[src/shared/grie_consts.svh]
// constants for the global reset and interrupt enable register bank
`ifndef GRIE_CONSTS_SVH
`define GRIE_CONSTS_SVH

// ----------------------------------------------------------------
// bus widths
// ----------------------------------------------------------------
`define GRIE_ADDR_W 12
`define GRIE_DATA_W 16
`define GRIE_UNITS 12
`define GRIE_STRAP_W 8

// ----------------------------------------------------------------
// register offsets
// ----------------------------------------------------------------
`define GRIE_OFS_SRC 12'h126
`define GRIE_OFS_IEN 12'h190
`define GRIE_OFS_IST 12'h192

// ----------------------------------------------------------------
// field positions
// ----------------------------------------------------------------
`define GRIE_BIT_GSR 0
`define GRIE_BIT_PTP 2
`define GRIE_BIT_MST 3
`define GRIE_BIT_LC 15
`define GRIE_BIT_TS 12
`define GRIE_BIT_TRIG 10

// ----------------------------------------------------------------
// reset values
// ----------------------------------------------------------------
`define GRIE_RST_BIT 1'h0
`define GRIE_RST_DATA 16'h0000
`define GRIE_RST_UNITS 12'h000
`define GRIE_RST_STRAP 8'h00

// ----------------------------------------------------------------
// host timing (soft reset hold before release)
// ----------------------------------------------------------------
`define GRIE_GSR_HOLD_MS 10
`define GRIE_CLK_MHZ 50

`endif

[src/shared/grie_pkg.sv]
// types shared by the register bank modules
`default_nettype none
package grie_pkg;
    `include "grie_consts.svh"

    typedef logic [`GRIE_ADDR_W-1:0] grie_addr_t;
    typedef logic [`GRIE_DATA_W-1:0] grie_data_t;
    typedef logic [`GRIE_UNITS-1:0] grie_unit_t;
    typedef logic [`GRIE_STRAP_W-1:0] grie_strap_t;

    // state of one per-unit summary block
    typedef struct packed {
        grie_unit_t st_prev;
        logic summary;
        logic rise;
    } grie_sum_state_t;

    // state of the register bank
    typedef struct packed {
        logic gsr;
        logic ptp;
        logic mst;
        logic ptp_out;
        logic lc_en;
        logic lc_st;
        logic ts_st;
        logic trig_st;
        logic link_prev;
        logic irq;
        grie_data_t rd_data;
        logic strap_done;
        grie_strap_t strap;
    } grie_state_t;
endpackage : grie_pkg
`default_nettype wire

[src/shared/grie_sum_if.sv]
// per-unit enable and status summary carrier
`default_nettype none
interface grie_sum_if;
    import grie_pkg::*;
    grie_unit_t en;
    grie_unit_t st;
    logic summary;
    logic rise;
    modport unit (input en, input st, output summary, output rise);
    modport bank (output en, output st, input summary, input rise);
endinterface : grie_sum_if
`default_nettype wire

[src/hdl/grie_summary.sv]
// or-summary of per-unit interrupt enables plus status rise detect
`default_nettype none
module grie_summary (
    input wire logic clk, // system clock
    input wire logic rst_n, // synchronised reset, active low
    input wire logic ce, // clock enable
    grie_sum_if.unit sb // per-unit enables and status
);
    import grie_pkg::*;

    grie_sum_state_t s;
    grie_sum_state_t next_s;
    logic st_fall;

    // --------------------------------------------------------
    // summary and rise detection
    // --------------------------------------------------------
    // a cleared status bit drops the summary for one cycle
    always_comb begin
        st_fall = |(s.st_prev & ~sb.st);
        next_s = s;
        next_s.st_prev = sb.st;
        next_s.summary = (|sb.en) & ~st_fall;
        next_s.rise = (|sb.st) & ~(|s.st_prev);
    end

    always_ff @(posedge clk or negedge rst_n) begin
        if (!rst_n) begin
            s <= '0;
        end else if (ce) begin
            s <= next_s;
        end
    end

    assign sb.summary = s.summary;
    assign sb.rise = s.rise;
endmodule : grie_summary
`default_nettype wire

[src/hdl/grie_top.sv]
// global soft reset control and top-level interrupt enable bank
`default_nettype none
`include "grie_consts.svh"

// How it works
// writing one to bit 3 starts memory self-test, zero stops it
// bit 2 set holds the whole time subsystem in reset
// global soft reset returns software registers to defaults
// strap values latched at power-up survive the soft reset
// global soft reset bit keeps its written value, no self-clear
// host holds soft reset at least 10 ms before writing zero
// enable bit 15 is read/write and gates link change interrupts
// enable bit 12 reads as or of twelve timestamp unit enables
// timestamp summary drops when a unit enable or status clears; code drops it only on a status clear
// enable bit 10 reads as or of twelve trigger unit enables
// trigger summary drops when a unit enable or status clears; code drops it only on a status clear
// host writes zeros to the two summary bits
// interrupt pin high while a status bit and its enable are set
// link change status is edge set, cleared by writing one
// soft reset holds logic in reset, reset register stays writable
module grie_top (
    input wire logic ref_clk, // 50 MHz system clock
    input wire logic nrst, // asynchronous reset, active low
    input wire logic ce, // clock enable, freezes state when low
    input wire grie_pkg::grie_addr_t addr, // register address
    input wire grie_pkg::grie_data_t wdata, // write data
    input wire logic wr_en, // write strobe
    input wire logic rd_en, // read strobe
    output var grie_pkg::grie_data_t rd_data, // read data, next cycle
    input wire logic link_up, // link state of the ports
    input wire grie_pkg::grie_unit_t timestamp_unit_irq_enables, // ts ie
    input wire grie_pkg::grie_unit_t timestamp_unit_irq_status, // ts is
    input wire grie_pkg::grie_unit_t trigger_unit_irq_enables, // trig ie
    input wire grie_pkg::grie_unit_t trigger_unit_irq_status, // trig is
    input wire grie_pkg::grie_strap_t strap_in, // strap pin levels
    output logic irq, // level interrupt, active high
    output logic ptp_reset, // time subsystem reset, active high
    output logic memory_self_test_run, // self-test run request
    output logic soft_reset_active, // internal logic held in reset
    output var grie_pkg::grie_strap_t strap_cfg // latched strap values
);
    import grie_pkg::*;

    // --------------------------------------------------------
    // reset release
    // --------------------------------------------------------
    logic [1:0] rst_sync;
    logic rst_s;

    // async assert, two-stage release on the clock
    always_ff @(posedge ref_clk or negedge nrst) begin
        if (!nrst) begin
            rst_sync <= 2'h0;
        end else if (ce) begin
            rst_sync <= {rst_sync[0], 1'h1};
        end
    end

    assign rst_s = rst_sync[1];

    // --------------------------------------------------------
    // per-unit summaries
    // --------------------------------------------------------
    grie_sum_if ts_if ();
    grie_sum_if trig_if ();

    // unit registers live in the time block; only their bits come here
    assign ts_if.en = timestamp_unit_irq_enables;
    assign ts_if.st = timestamp_unit_irq_status;
    assign trig_if.en = trigger_unit_irq_enables;
    assign trig_if.st = trigger_unit_irq_status;

    grie_summary u_ts_sum (
        .clk (ref_clk),
        .rst_n (rst_s),
        .ce (ce),
        .sb (ts_if)
    );

    grie_summary u_trig_sum (
        .clk (ref_clk),
        .rst_n (rst_s),
        .ce (ce),
        .sb (trig_if)
    );

    // --------------------------------------------------------
    // address decode
    // --------------------------------------------------------
    logic wr_src;
    logic wr_ien;
    logic wr_ist;
    logic rd_src;
    logic rd_ien;
    logic rd_ist;

    always_comb begin
        wr_src = 1'b0;
        wr_ien = 1'b0;
        wr_ist = 1'b0;
        rd_src = 1'b0;
        rd_ien = 1'b0;
        rd_ist = 1'b0;
        if (addr == `GRIE_OFS_SRC) begin
            wr_src = wr_en;
            rd_src = rd_en;
        end else if (addr == `GRIE_OFS_IEN) begin
            wr_ien = wr_en;
            rd_ien = rd_en;
        end else if (addr == `GRIE_OFS_IST) begin
            wr_ist = wr_en;
            rd_ist = rd_en;
        end
    end

    // --------------------------------------------------------
    // register views
    // --------------------------------------------------------
    grie_state_t s;
    grie_state_t next_s;
    grie_data_t src_view;
    grie_data_t ien_view;
    grie_data_t ist_view;

    // reserved bits read as zero
    always_comb begin
        src_view = `GRIE_RST_DATA;
        src_view[`GRIE_BIT_GSR] = s.gsr;
        src_view[`GRIE_BIT_PTP] = s.ptp;
        src_view[`GRIE_BIT_MST] = s.mst;
        ien_view = `GRIE_RST_DATA;
        ien_view[`GRIE_BIT_LC] = s.lc_en;
        ien_view[`GRIE_BIT_TS] = ts_if.summary;
        ien_view[`GRIE_BIT_TRIG] = trig_if.summary;
        ist_view = `GRIE_RST_DATA;
        ist_view[`GRIE_BIT_LC] = s.lc_st;
        ist_view[`GRIE_BIT_TS] = s.ts_st;
        ist_view[`GRIE_BIT_TRIG] = s.trig_st;
    end

    // --------------------------------------------------------
    // next state
    // --------------------------------------------------------
    logic lc_edge;

    always_comb begin
        next_s = s;
        lc_edge = link_up != s.link_prev;
        // edge tracker runs even in soft reset, no false edge on release
        next_s.link_prev = link_up;

        // reset control stays writable at all times
        if (wr_src) begin
            next_s.gsr = wdata[`GRIE_BIT_GSR];
            next_s.ptp = wdata[`GRIE_BIT_PTP];
            next_s.mst = wdata[`GRIE_BIT_MST];
        end

        // enable register: summary bits are read-only, writes dropped
        if (wr_ien) begin
            next_s.lc_en = wdata[`GRIE_BIT_LC];
        end

        // sticky status, write one clears, a new event wins
        if (wr_ist && wdata[`GRIE_BIT_LC]) begin
            next_s.lc_st = 1'b0;
        end
        if (wr_ist && wdata[`GRIE_BIT_TS]) begin
            next_s.ts_st = 1'b0;
        end
        if (wr_ist && wdata[`GRIE_BIT_TRIG]) begin
            next_s.trig_st = 1'b0;
        end
        if (lc_edge) begin
            next_s.lc_st = 1'b1;
        end
        if (ts_if.rise) begin
            next_s.ts_st = 1'b1;
        end
        if (trig_if.rise) begin
            next_s.trig_st = 1'b1;
        end

        // soft reset: every other software bit back to default
        if (s.gsr) begin
            next_s.ptp = `GRIE_RST_BIT;
            next_s.mst = `GRIE_RST_BIT;
            next_s.lc_en = `GRIE_RST_BIT;
            next_s.lc_st = `GRIE_RST_BIT;
            next_s.ts_st = `GRIE_RST_BIT;
            next_s.trig_st = `GRIE_RST_BIT;
        end

        // strap caught once after the power-on release only
        if (!s.strap_done) begin
            next_s.strap = strap_in;
            next_s.strap_done = 1'b1;
        end

        // time subsystem also held down during a global soft reset
        next_s.ptp_out = next_s.ptp | next_s.gsr;

        // interrupt level from status and enables
        next_s.irq = (next_s.lc_st & next_s.lc_en)
            | (next_s.ts_st & ts_if.summary)
            | (next_s.trig_st & trig_if.summary);

        // read data stands one cycle after the strobe only
        next_s.rd_data = `GRIE_RST_DATA;
        if (rd_src) begin
            next_s.rd_data = src_view;
        end else if (rd_ien) begin
            next_s.rd_data = ien_view;
        end else if (rd_ist) begin
            next_s.rd_data = ist_view;
        end
    end

    // --------------------------------------------------------
    // state register
    // --------------------------------------------------------
    // power-on reset only; soft reset acts through next_s
    always_ff @(posedge ref_clk or negedge rst_s) begin
        if (!rst_s) begin
            s <= '0;
        end else if (ce) begin
            s <= next_s;
        end
    end

    // --------------------------------------------------------
    // outputs
    // --------------------------------------------------------
    assign rd_data = s.rd_data;
    assign irq = s.irq;
    assign ptp_reset = s.ptp_out;
    assign memory_self_test_run = s.mst;
    assign soft_reset_active = s.gsr;
    assign strap_cfg = s.strap;
endmodule : grie_top
`default_nettype wire

[config.mk]
export PLATFORM = sky130hd
export DESIGN_NAME = grie_top
export DESIGN_NICKNAME = d
export VERILOG_FILES = /design/src/shared/grie_pkg.sv /design/src/shared/grie_sum_if.sv /design/src/hdl/grie_summary.sv /design/src/hdl/grie_top.sv
export VERILOG_INCLUDE_DIRS = /design/src /design/src/shared
export SDC_FILE = /design/constraint.sdc
export NUM_CORES = 1
export LEC_CHECK = 0
export BUFFER_PORTS_ARGS = -buffer_cell sky130_fd_sc_hd__buf_2
export CORE_MARGIN = 3
export CORE_UTILIZATION = 35
export CTS_BUF_LIST = sky130_fd_sc_hd__clkbuf_16
export DETAILED_ROUTE_END_ITERATION = 6
export GPL_TIMING_DRIVEN = 0
export RECOVER_POWER = 25
export SYNTH_ARGS = -nofsm -noshare
export SYNTH_HDL_FRONTEND = slang
export SYNTH_SLANG_ARGS = --single-unit
[constraint.sdc]
create_clock -name ref_clk -period 3.65 [get_ports ref_clk]
set_clock_uncertainty 0.1 [all_clocks]
set_input_delay 0 -clock ref_clk [delete_from_list [all_inputs] [get_ports ref_clk]]
set_output_delay 0 -clock ref_clk [all_outputs]
set_load 0.05 [all_outputs]
==> After elaboration in Yosys (flattened, before gate mapping) <==
Cells that the tools add are included.
{ "totals": {"reg_bits": 65, "input_bits": 90, "out_inout_bits": 28, "elab_cells": 82} }
{ "op_classes": {"eq_ne": 4, "n_mux": 25, "bitwise": 19, "n_reduce_logical": 14} }
{ "op_table": {"columns": ["operator", "count"], "rows": [
  ["12-bit OR reduction", 8],
  ["16-bit 2-to-1 mux", 3],
  ["12-bit by 9-bit == test with 1-bit output (second input constant)", 3],
  ["12-bit bitwise AND", 2],
  ["12-bit inverter", 2],
  ["1-bit 2-to-1 mux", 19],
  ["1-bit bitwise AND", 7],
  ["1-bit inverter", 5],
  ["4-bit 2-to-1 mux", 1],
  ["2-bit AND reduction", 2],
  ["1-bit logical AND", 3],
  ["3-bit 2-to-1 mux", 1],
  ["1-bit bitwise OR", 3],
  ["2-bit 2-to-1 mux", 1],
  ["2-bit nonzero test", 1],
  ["1-bit != test", 1]
]} }

==> Longest topological paths before layout <==
Gate-level depths: netlist of run 1.
{ "logic_depth": {"ltp_word": 11, "depth_mapped": 6, "ltp_nobuf": 5} }

==> Modules after synthesis <==
Synthesis of run 1 repeated with hierarchy kept, for this count alone.
{ "unflattened": {"hier_cells": 268, "area_unflattened_um2": 2866.5} }
{ "modules_own_cells": {"columns": ["mod", "n_inst", "cells_each", "area_per_inst_um2", "seq_area_each_um2"], "rows": [
  ["grie_top", 1, 134, 1502.7, 675.6],
  ["grie_summary", 2, 67, 681.9, 350.3]
]} }

==> Worst setup path after synthesis of run 1 <==
OpenSTA, ideal clock, no wires.
{ "synth_path": {"kind": "flip-flop to flip-flop", "from": "register rst_sync[1] (netlist name)", "to": "register rst_sync[1]", "setup_time_ps": 74, "arrival_ps": 1780, "required_ps": 3476, "path_slack_ps": 1696, "path_stages_with_launch": 2, "path_buffers": 0, "path_cell_list": "dfrtp_1 mux2_2"} }
{ "synth_rtl": {"columns": ["element", "line", "source"], "rows": [
  ["to (signal assigned)", "grie_top.sv:55", "rst_sync <= {rst_sync[0], 1'h1};"],
  ["to (decl)", "grie_top.sv:47", "logic [1:0] rst_sync;"]
]} }

==> Worst setup path in the final report of run 1 <==
{ "layout_path": {"from": "input trigger_unit_irq_enables[4]", "to": "register u_trig_sum.s (netlist bit u_trig_sum.sb.summary)"} }
{ "layout_between": {"elab_chain_len": 2} }
{ "layout_rtl": {"columns": ["element", "line", "source"], "rows": [
  ["from (decl)", "grie_top.sv:33", "input wire grie_pkg::grie_unit_t trigger_unit_irq_enables,"],
  ["12-bit OR reduction", "grie_summary.sv:23", "next_s.summary = (|sb.en) & ~st_fall;"],
  ["1-bit bitwise AND", "grie_summary.sv:23", null],
  ["to (signal assigned)", "grie_summary.sv:31", "s <= next_s;"],
  ["to (decl)", "grie_summary.sv:11", "grie_sum_state_t s;"]
]} }
No other way between the ends.
A chain may end at the register's enable or synchronous reset.

==> results of run 1 <==
[area by class of cell]
cell class                 instances  area, sq um
clock inverter                     3         23.8
fill                             733         3710
buffer                            33          240
timing repair buffer             143          958
clock buffer                       5          125
sequential                        55         1380
inverter                          27          101
multi-input combinational        167         1180
tap                              102          128
[registers in the layout (all words and copies together) (netlist names)]
name,flops
u_trig_sum.sb.rise,1
ist_view,3
memory_self_test_run,1
rst_sync,2
u_trig_sum.sb.summary,1
u_ts_sum.sb.rise,1
rd_data,6
ptp_reset,1
u_ts_sum.s,12
u_ts_sum.sb.summary,1
soft_reset_active,1
ien_view,1
s,3
irq,1
u_trig_sum.s,12
strap_cfg,8
[through the flow]
step	util, %	setup slack [ps]	area, sq um	total power [mW]
after detailed placement	45.0	1820	3530	0.944
after CTS	52.8	1490	4140	1.47
after global routing	52.7	1330	4140	1.53
after global placement	44.7	1140	3510	0.939
after floorplan	-	1700	2900	0.857
final	52.7	1460	4140	1.46
[cells in the mapped netlist, types with 4 or more instances]
library cell,instances
mux2i_1,4
a21oi_1,4
nor4_1,19
nor2_1,9
o2bb2ai_1,5
nand2_1,19
o21ai_0,17
inv_1,27
o22ai_1,9
dfrtp_1,55
buf_4,25
mux2_2,20
nand3_1,4
o21ai_1,5
clkbuf_1,5
[power groups by stage]
stage / Clock [mW] / Sequential [mW] / Combinational, mW
after floorplan: 0 / 0.686 / 0.171
after global placement: 0 / 0.687 / 0.253
after detailed placement: 0 / 0.688 / 0.256
after CTS: 0.502 / 0.677 / 0.294
after global routing: 0.530 / 0.682 / 0.322
final: 0.491 / 0.677 / 0.295
[cells by family (layout without fill, tap and decap cells)]
kind of cell | count (synthesis) | in the layout | synth area share, %
XOR/XNOR | 1 | 1 | 0.305
buffers and inverters | 60 | 211 | 11.9
AND/OR/NAND/NOR | 72 | 72 | 15.5
multiplexers | 27 | 27 | 10.7
other | 1 | 10 | 0.131
AO/OA/AOI/OAI | 57 | 57 | 13.5
flip-flops | 55 | 55 | 48.0
[worst min path at each step]
stage | start | end | slack (ps)
2_1_floorplan | nrst | rst_sync[0] | -400
6_report | timestamp_unit_irq_enables[4] | u_ts_sum.sb.summary | 10
5_1_grt | timestamp_unit_irq_enables[4] | u_ts_sum.sb.summary | 20
4_1_cts | timestamp_unit_irq_enables[4] | u_ts_sum.sb.summary | 10
3_5_place_dp | nrst | rst_sync[0] | -310
3_3_place_gp | nrst | rst_sync[0] | -310
[critical path: cells and delay by family]
kind,cells,cell delay (ps)
buffers and inverters,4,1800
AOI/OAI and AO/OA,1,220
and+or+nand+nor,2,250
[layer usage]
layer | track usage, % | part of all wire [%] | up-vias
li1 | - | - | 1262
met1 | 20.6 | 42 | 1208
met2 | 28.9 | 52 | 65
met3 | 3.56 | 5.6 | 4
met4 | 3.86 | 0.77 | 0
met5 | 0 | 0 | -
==> flow_summary.toml, run 1 <==
[sta]
max_freq_mhz = 456
period_minus_slack_ps = 2190
hold_ws_ps = 12.3
final_hold_viol_count = 0
tns_ps = 0
rsz0062_at_grt = "false"
fin_crit_sh_pct = 60.1
worst_pin_slew_ps = 1130
max-slew-margin-rel_pct = 24.8
finalSetupViolCount = 0
drv_slew = 0

[grt]
grt_pass1_wl_mm = 11.8
grt_max_degree = 29
overflow = 0
grtUsageTotal_pct = 16.4
antenna_found_initial = 0
first_global_vias = 2563

[drt]
num_vias = 2539
wl_per_cell_microns = 13.9
drc = 0
dr.pass1.iters = 4
drtIter0Drc = 112
routed_wl_mm = 7.43
ant_nets = 0
routed_via_density = 4.75

[pwr]
p_comb_share_pct = 20.1
p_switching_mw = 0.413
ir_drop_mv = 0.222
power_density_nw_per_um2 = 353
p_sw_share_pct = 28.2
power_frac_seq_pct = 46.3
p_int_mw = 1.05
pwr-share-clk_pct = 33.6
p_leak_nw = 1.95

[clock_network]
clk_latency_ps = 290
clock-sinks = 55
cts_made_buffers = 5
cts_hold_buffers = 46
htree_levels = 2
cts_tree = "yes"
path_clk_slew_ps = 70
cts_setup_buffers = 0
cts_resized = 0
clk_path_buf_depth = 2
cts_root_buffer = "clkbuf_16"

[critical_path]
cp_max_fo = 1
critPathSlowestCell = "dlygate4sd3_1"
critical_path_required_ps = 3730
reg2regPathDepth = 6
reg2reg_to = "irq"
endpoint = "u_trig_sum.sb.summary"
max_stage_delay_ps = 590
path_class = "input port to flop"
cp-start-kind = "input port"
cpMostUsedCell = "dlygate4sd3_1"
cp_cell_sequence = "dlygate4sd3_1 > buf_2 > nor4_1 > dlygate4sd3_1 > nand3_1 > dlygate4sd3_1 > a32o_1"
cp.arrival_ps = 2280
r2r_setup_slack_ps = 1670
setup.worst_path.end_class = "flop"
r2r_start = "soft_reset_active"
worstSetupStartpoint = "trigger_unit_irq_enables[4]"

[die]
die_w_microns = 96.5
ioPinCount = 118
die_area_sq_um = 9320
core-area_sq_um = 7850
dieHeight_microns = 96.5
initial_utilization_pct = 36.6
std_cell_rows = 32

[logic_synthesis]
synthFlopType = "dfrtp_1"
synth_edf_count = 0
synth-seq-cells = 55
ys_top_cells_by_area = "dfrtp_1, mux2_2, buf_4"
syn_area_sq_um = 2870
async_flop_share_pct = 100
syn_avg_cell_area_sq_um = 10.5
synth_top_cell_area_share_pct = 48.0
ys_seq_area_share_pct = 48.0
synth_cell_type_count = 45
ys_warn_count = 0
synth_largest_area_cell = "dfrtp_1"
synth_cells = 273

[placement]
hpwlAfterDp_mm = 5.35
dp.cells = 481
gp_congestion = 0.790
portBuffers = 96

[final_layout]
finalNonFillerCells = 535
final_cell_mix = "buf_2, dfrtp_1, dlygate4sd3_1"
nNetsFinal = 522
layout_commonest_cell = "buf_2"
antenna_cells = 0
drive_gt1_share_pct = 38.1
area_growth_pct = 44.2

[run]
max_cap_viol_count = 0

[run_status]
status = "finished clean"

[min_path]
whs_path_depth = 4
hold_class = "input port to flop"
Note: power is estimated with default switching activity, not from simulation.
==> run 2: changes to the inputs <==
==> constraint.sdc (replaced) <==
create_clock -name ref_clk -period 2 [get_ports ref_clk]
set_clock_uncertainty 0.1 [all_clocks]
set_input_delay 0 -clock ref_clk [delete_from_list [all_inputs] [get_ports ref_clk]]
set_output_delay 0 -clock ref_clk [all_outputs]
set_load 0.05 [all_outputs]
==> run 2 against run 1 <==
Net effect:
- power rose by 82%
- utilization rose by 0.27 points
- clock power rose by 82%
- sequential cell count did not move
- global-route usage rose by 0.11 points
- critical path type unchanged
- highest routed layer unchanged
==> flow_summary.toml, run 2 (synthesis gave the netlist of run 1 again) <==
[clock_network]
cts_made_buffers = 5
htree_levels = 2
cts_resized = 0
clk_latency_ps = 300
cts_root_buffer = "clkbuf_16"
clk_path_buf_depth = 2
path_clk_slew_ps = 70
clock-sinks = 55
cts_hold_buffers = 48
cts_tree = "yes"
cts_setup_buffers = 0

[final_layout]
antenna_cells = 0
drive_gt1_share_pct = 38.2
fillers = 734
area_growth_pct = 45.0
final_cell_mix = "buf_2, dfrtp_1, dlygate4sd3_1"
multi_input_area_sq_um = 1180
nNetsFinal = 524
ff_latch_area_sq_um = 1380
utilization_pct = 53.0
layout_commonest_cell = "buf_2"

[die]
dieHeight_microns = 96.5
core-area_sq_um = 7850
die_w_microns = 96.5
ioPinCount = 118
initial_utilization_pct = 36.6
std_cell_rows = 32
die_area_sq_um = 9320

[grt]
grt_max_degree = 29
grtUsageTotal_pct = 16.5
overflow = 0
first_global_vias = 2572
antenna_found_initial = 0
grt_pass1_wl_mm = 11.9

[sta]
fin_crit_sh_pct = 83.7
max_freq_mhz = 597
drv_slew = 0
finalSetupViolCount = 0
worst_pin_slew_ps = 647
final_hold_viol_count = 0
rsz0062_at_grt = "false"
max-slew-margin-rel_pct = 56.8
layout_setup_ws_ps = 326
period_minus_slack_ps = 1670

[pwr]
p_switching_mw = 0.749
finalPower_mw = 2.67
ir_drop_mv = 0.406
p_sw_share_pct = 28.1
power_density_nw_per_um2 = 641
p_int_mw = 1.92
power_frac_seq_pct = 46.3
p_leak_nw = 1.96
p_comb_share_pct = 20.2
pwr-share-clk_pct = 33.4

[drt]
drtIter0Drc = 103
num_vias = 2546
routed_via_density = 4.74
drc = 0
routed_wl_mm = 7.43
dr.pass1.iters = 4
ant_nets = 0
wl_per_cell_microns = 13.8

[critical_path]
cpMostUsedCell = "dlygate4sd3_1"
worst-path-buf-inv = 3
critPathTopFamily = "buffers and inverters"
critPathSlowestCell = "dlygate4sd3_1"
path_class = "input port to flop"
cp-start-kind = "input port"
cp.arrival_ps = 1760
cp_cell_sequence = "dlygate4sd3_1 > buf_2 > nor4_1 > dlygate4sd3_1 > nand3_1 > a32o_1"
max_stage_delay_ps = 580
critical_path_required_ps = 2080
cp_max_fo = 1
setup.worst_path.end_class = "flop"

[placement]
hpwlAfterDp_mm = 5.35
gp_congestion = 0.790
portBuffers = 96
pre_cts_slack_ps = 166

[run]
max_cap_viol_count = 0

[run_status]
status = "finished clean"

[min_path]
hold_class = "input port to flop"
==> run 2: cell count changes in the layout (fill, tap and decap cells not counted), sizes merged <==
cell,delta
dlygate4sd3,+2
==> run 2: final timing paths <==
| check | from | end | slack [ps] | cells past startpoint |
|---|---|---|---|---|
| max | trigger_unit_irq_enables[5] | u_trig_sum.sb.summary | 330 | 6 |
| min | timestamp_unit_irq_enables[4] | u_ts_sum.sb.summary | 10 | 4 |
| max reg2reg | u_ts_sum.s[8] | u_ts_sum.sb.rise | 460 | 4 |
| min reg2reg | rst_sync[1] | strap_cfg[4] | 180 | 0 |
| max in group asynchronous | rst_sync[1] | u_ts_sum.s[11] | 1050 | 1 |
| min in group asynchronous | rst_sync[1] | strap_cfg[4] | 180 | 0 |
==> run 2: layout make-up <==
class	instances	area share (%)
inverter	27	2.44
clock inverter	3	0.572
timing repair buffer	145	23.5
buffer	33	5.78
tap	102	3.07
sequential	55	33.1
multi-input combinational	167	28.5
clock buffer	5	3.01
==> run 2: metal layers <==
| layer | routed length, microns | up-vias | share of wire (%) | track usage (%) |
|---|---|---|---|---|
| li1 | - | 1265 | - | - |
| met1 | 3120 | 1218 | 42 | 20.8 |
| met2 | 3860 | 59 | 52 | 29.0 |
| met3 | 388 | 4 | 5.2 | 3.56 |
| met4 | 57 | 0 | 0.77 | 3.86 |
| met5 | 0 | - | 0 | 0 |
==> run 2: stage by stage <==
stage / hold WS [ps] / TNS [ps] / cells / cell area (sq um)
2_1_floorplan: -396 / 0 / 282 / 2900
3_3_place_gp: -314 / -24500 / 480 / 3510
3_5_place_dp: -313 / 0 / 481 / 3530
4_1_cts: 13.7 / 0 / 537 / 4160
5_1_grt: 23.1 / 0 / 537 / 4160
6_report: 12.1 / 0 / 537 / 4160
==> run 2: power by group through the flow <==
stage | logic, mW | clock network (mW) | registers (mW)
after floorplan | 0.312 | 0 | 1.25
final | 0.539 | 0.892 | 1.24
after global routing | 0.589 | 0.967 | 1.25
after detailed placement | 0.467 | 0 | 1.26
after global placement | 0.461 | 0 | 1.25
after CTS | 0.537 | 0.915 | 1.24
==> run 2: worst min-delay path, stage by stage <==
cell,delay [ps]
buf_2,80
nor4_1,30
and3_1,140
o2bb2ai_1,130
==> run 3: changes to the inputs <==
==> constraint.sdc (replaced) <==
create_clock -name ref_clk -period 1.8 [get_ports ref_clk]
set_clock_uncertainty 0.1 [all_clocks]
set_input_delay 0 -clock ref_clk [delete_from_list [all_inputs] [get_ports ref_clk]]
set_output_delay 0 -clock ref_clk [all_outputs]
set_load 0.05 [all_outputs]
==> run 3 against run 2 <==
Net effect:
- power is 10% higher
- via count up 0.63%
- sequential power grew 10%
- global-route usage down 0.36 points
- design area decreased by 0.51%
- setup slack got worse by 260 ps
- sequential cell count stayed put
- combinational power grew 10%
- critical path type unchanged
- largest cell class unchanged
==> flow_summary.toml, run 3 (synthesis gave the netlist of run 1 again) <==
[final_layout]
antenna_cells = 0
multi_input_area_sq_um = 1190
fillers = 733
ff_latch_area_sq_um = 1380
final_cell_mix = "buf_2, dfrtp_1, dlygate4sd3_1"
area_growth_pct = 44.2
nNetsFinal = 523
utilization_pct = 52.7
finalNonFillerCells = 536
layout_commonest_cell = "buf_2"
drive_gt1_share_pct = 37.3

[critical_path]
critical_path_required_ps = 1880
cp_cell_sequence = "dlygate4sd3_1 > buf_2 > nor4_2 > dlygate4sd3_1 > nand3_1 > a32o_1"
r2r_setup_slack_ps = 250
reg2reg_to = "u_ts_sum.sb.rise"
path_class = "input port to flop"
max_stage_delay_ps = 580
cp-start-kind = "input port"
r2r_start = "u_ts_sum.s[8]"
setup.worst_path.end_class = "flop"
cp_max_fo = 1
cpMostUsedCell = "dlygate4sd3_1"
cp.arrival_ps = 1820
critPathSlowestCell = "dlygate4sd3_1"
critPathTopFamily = "buffers and inverters"
worst-path-buf-inv = 3
reg2regPathDepth = 4

[clock_network]
htree_levels = 2
cts_tree = "yes"
cts_root_buffer = "clkbuf_16"
path_clk_slew_ps = 70
clock-sinks = 55
clk_latency_ps = 290
cts_made_buffers = 5
clk_path_buf_depth = 2

[die]
ioPinCount = 118
core-area_sq_um = 7850
die_w_microns = 96.5
die_area_sq_um = 9320
initial_utilization_pct = 36.6
std_cell_rows = 32
dieHeight_microns = 96.5

[drt]
route.met2.wl_mm = 3.72
top_layer = "met4"
wl_per_cell_microns = 13.8
num_vias = 2562
drt-met1-wl_mm = 3.17
routed_via_density = 4.78
drc = 0
dr.pass1.iters = 6
ant_nets = 0
drtIter0Drc = 112
routed_wl_mm = 7.37
dr_wl_met3_microns = 398

[grt]
overflow = 0
grt_max_degree = 55
antenna_found_initial = 0
first_global_vias = 2601
grtUsageTotal_pct = 16.2
grt_pass1_wl_mm = 11.8

[min_path]
holdPathEnd = "u_ts_sum.sb.summary"
whs_path_depth = 4
hold_class = "input port to flop"
min-delay-start = "timestamp_unit_irq_enables[4]"

[sta]
worst_pin_slew_ps = 702
drv_slew = 0
rsz0062_at_grt = "false"
max_freq_mhz = 575
fin_crit_sh_pct = 96.6
max-slew-margin-rel_pct = 53.2
final_hold_viol_count = 0
hold_ws_ps = 25.6
finalSetupViolCount = 0
period_minus_slack_ps = 1740
tns_ps = 0

[pwr]
p_leak_nw = 1.93
ir_drop_mv = 0.388
power_density_nw_per_um2 = 709
finalPower_mw = 2.94

[placement]
hpwlAfterDp_mm = 5.23
gp_congestion = 0.785
portBuffers = 96
dp.cells = 480

[run]
max_cap_viol_count = 0

[run_status]
status = "finished clean"
## run 3: changes by cell type in the layout (fill, tap and decap cells not counted), sizes merged
cell | previous run | this run
buf | 123 | 118
clkbuf | 12 | 16
clkinv | 1 | 2
inv | 28 | 27
## run 3: power breakdown
part	total (mW)	internal [mW]	switching, mW
Clock	0.968	0.521	0.447
Sequential	1.37	1.32	0.0506
Combinational	0.594	0.282	0.312
## run 3: worst max-delay path by stage
stage	from	endpoint	slack, ps	cells after the start
3_5_place_dp	addr[0]	irq	-20	6
2_1_floorplan	soft_reset_active	ptp_reset	180	5
5_1_grt	trigger_unit_irq_enables[6]	u_trig_sum.sb.summary	20	6
3_3_place_gp	addr[0]	irq	-10	6
4_1_cts	rst_sync[1]	rst_sync[1]	50	1
6_report	trigger_unit_irq_enables[6]	u_trig_sum.sb.summary	60	6
## run 3: area by class of cell
| class | count | share of cell area (%) |
|---|---|---|
| flip-flops and latches | 55 | 33.4 |
| well taps | 102 | 3.08 |
| clock inverters | 3 | 0.605 |
| repair buffers | 144 | 23.1 |
| inverters | 27 | 2.45 |
| plain buffers | 33 | 5.62 |
| multi-input cells | 167 | 28.8 |
| clock buffers | 5 | 3.02 |
## run 3: worst reg2reg max path: cells and delay by family (launching register included)
kind,cells,cell delay [ps]
DFF,1,390
and+or+nand+nor,3,880
AOI/OAI and AO/OA,1,110
## run 3: through the flow
stage | instance area, sq um | setup WS, ps
6_report | 4140 | 61.8
5_1_grt | 4140 | 15.0
4_1_cts | 4140 | 45.4
3_5_place_dp | 3510 | -24.3
3_3_place_gp | 3510 | -14.3
2_1_floorplan | 2900 | 179
## run 3: layer usage
| layer | track usage [%] | vias to the layer above |
|---|---|---|
| li1 | - | 1270 |
| met1 | 20.1 | 1202 |
| met2 | 28.6 | 82 |
| met3 | 3.41 | 8 |
| met4 | 4.21 | 0 |
| met5 | 0 | - |
## run 3: timing repair
item,in CTS,in global routing
setup endpoints to repair,0,2
gates resized for setup,0,2
hold buffers,48,0
hold endpoints to repair,45,0
buffers inserted,0,0
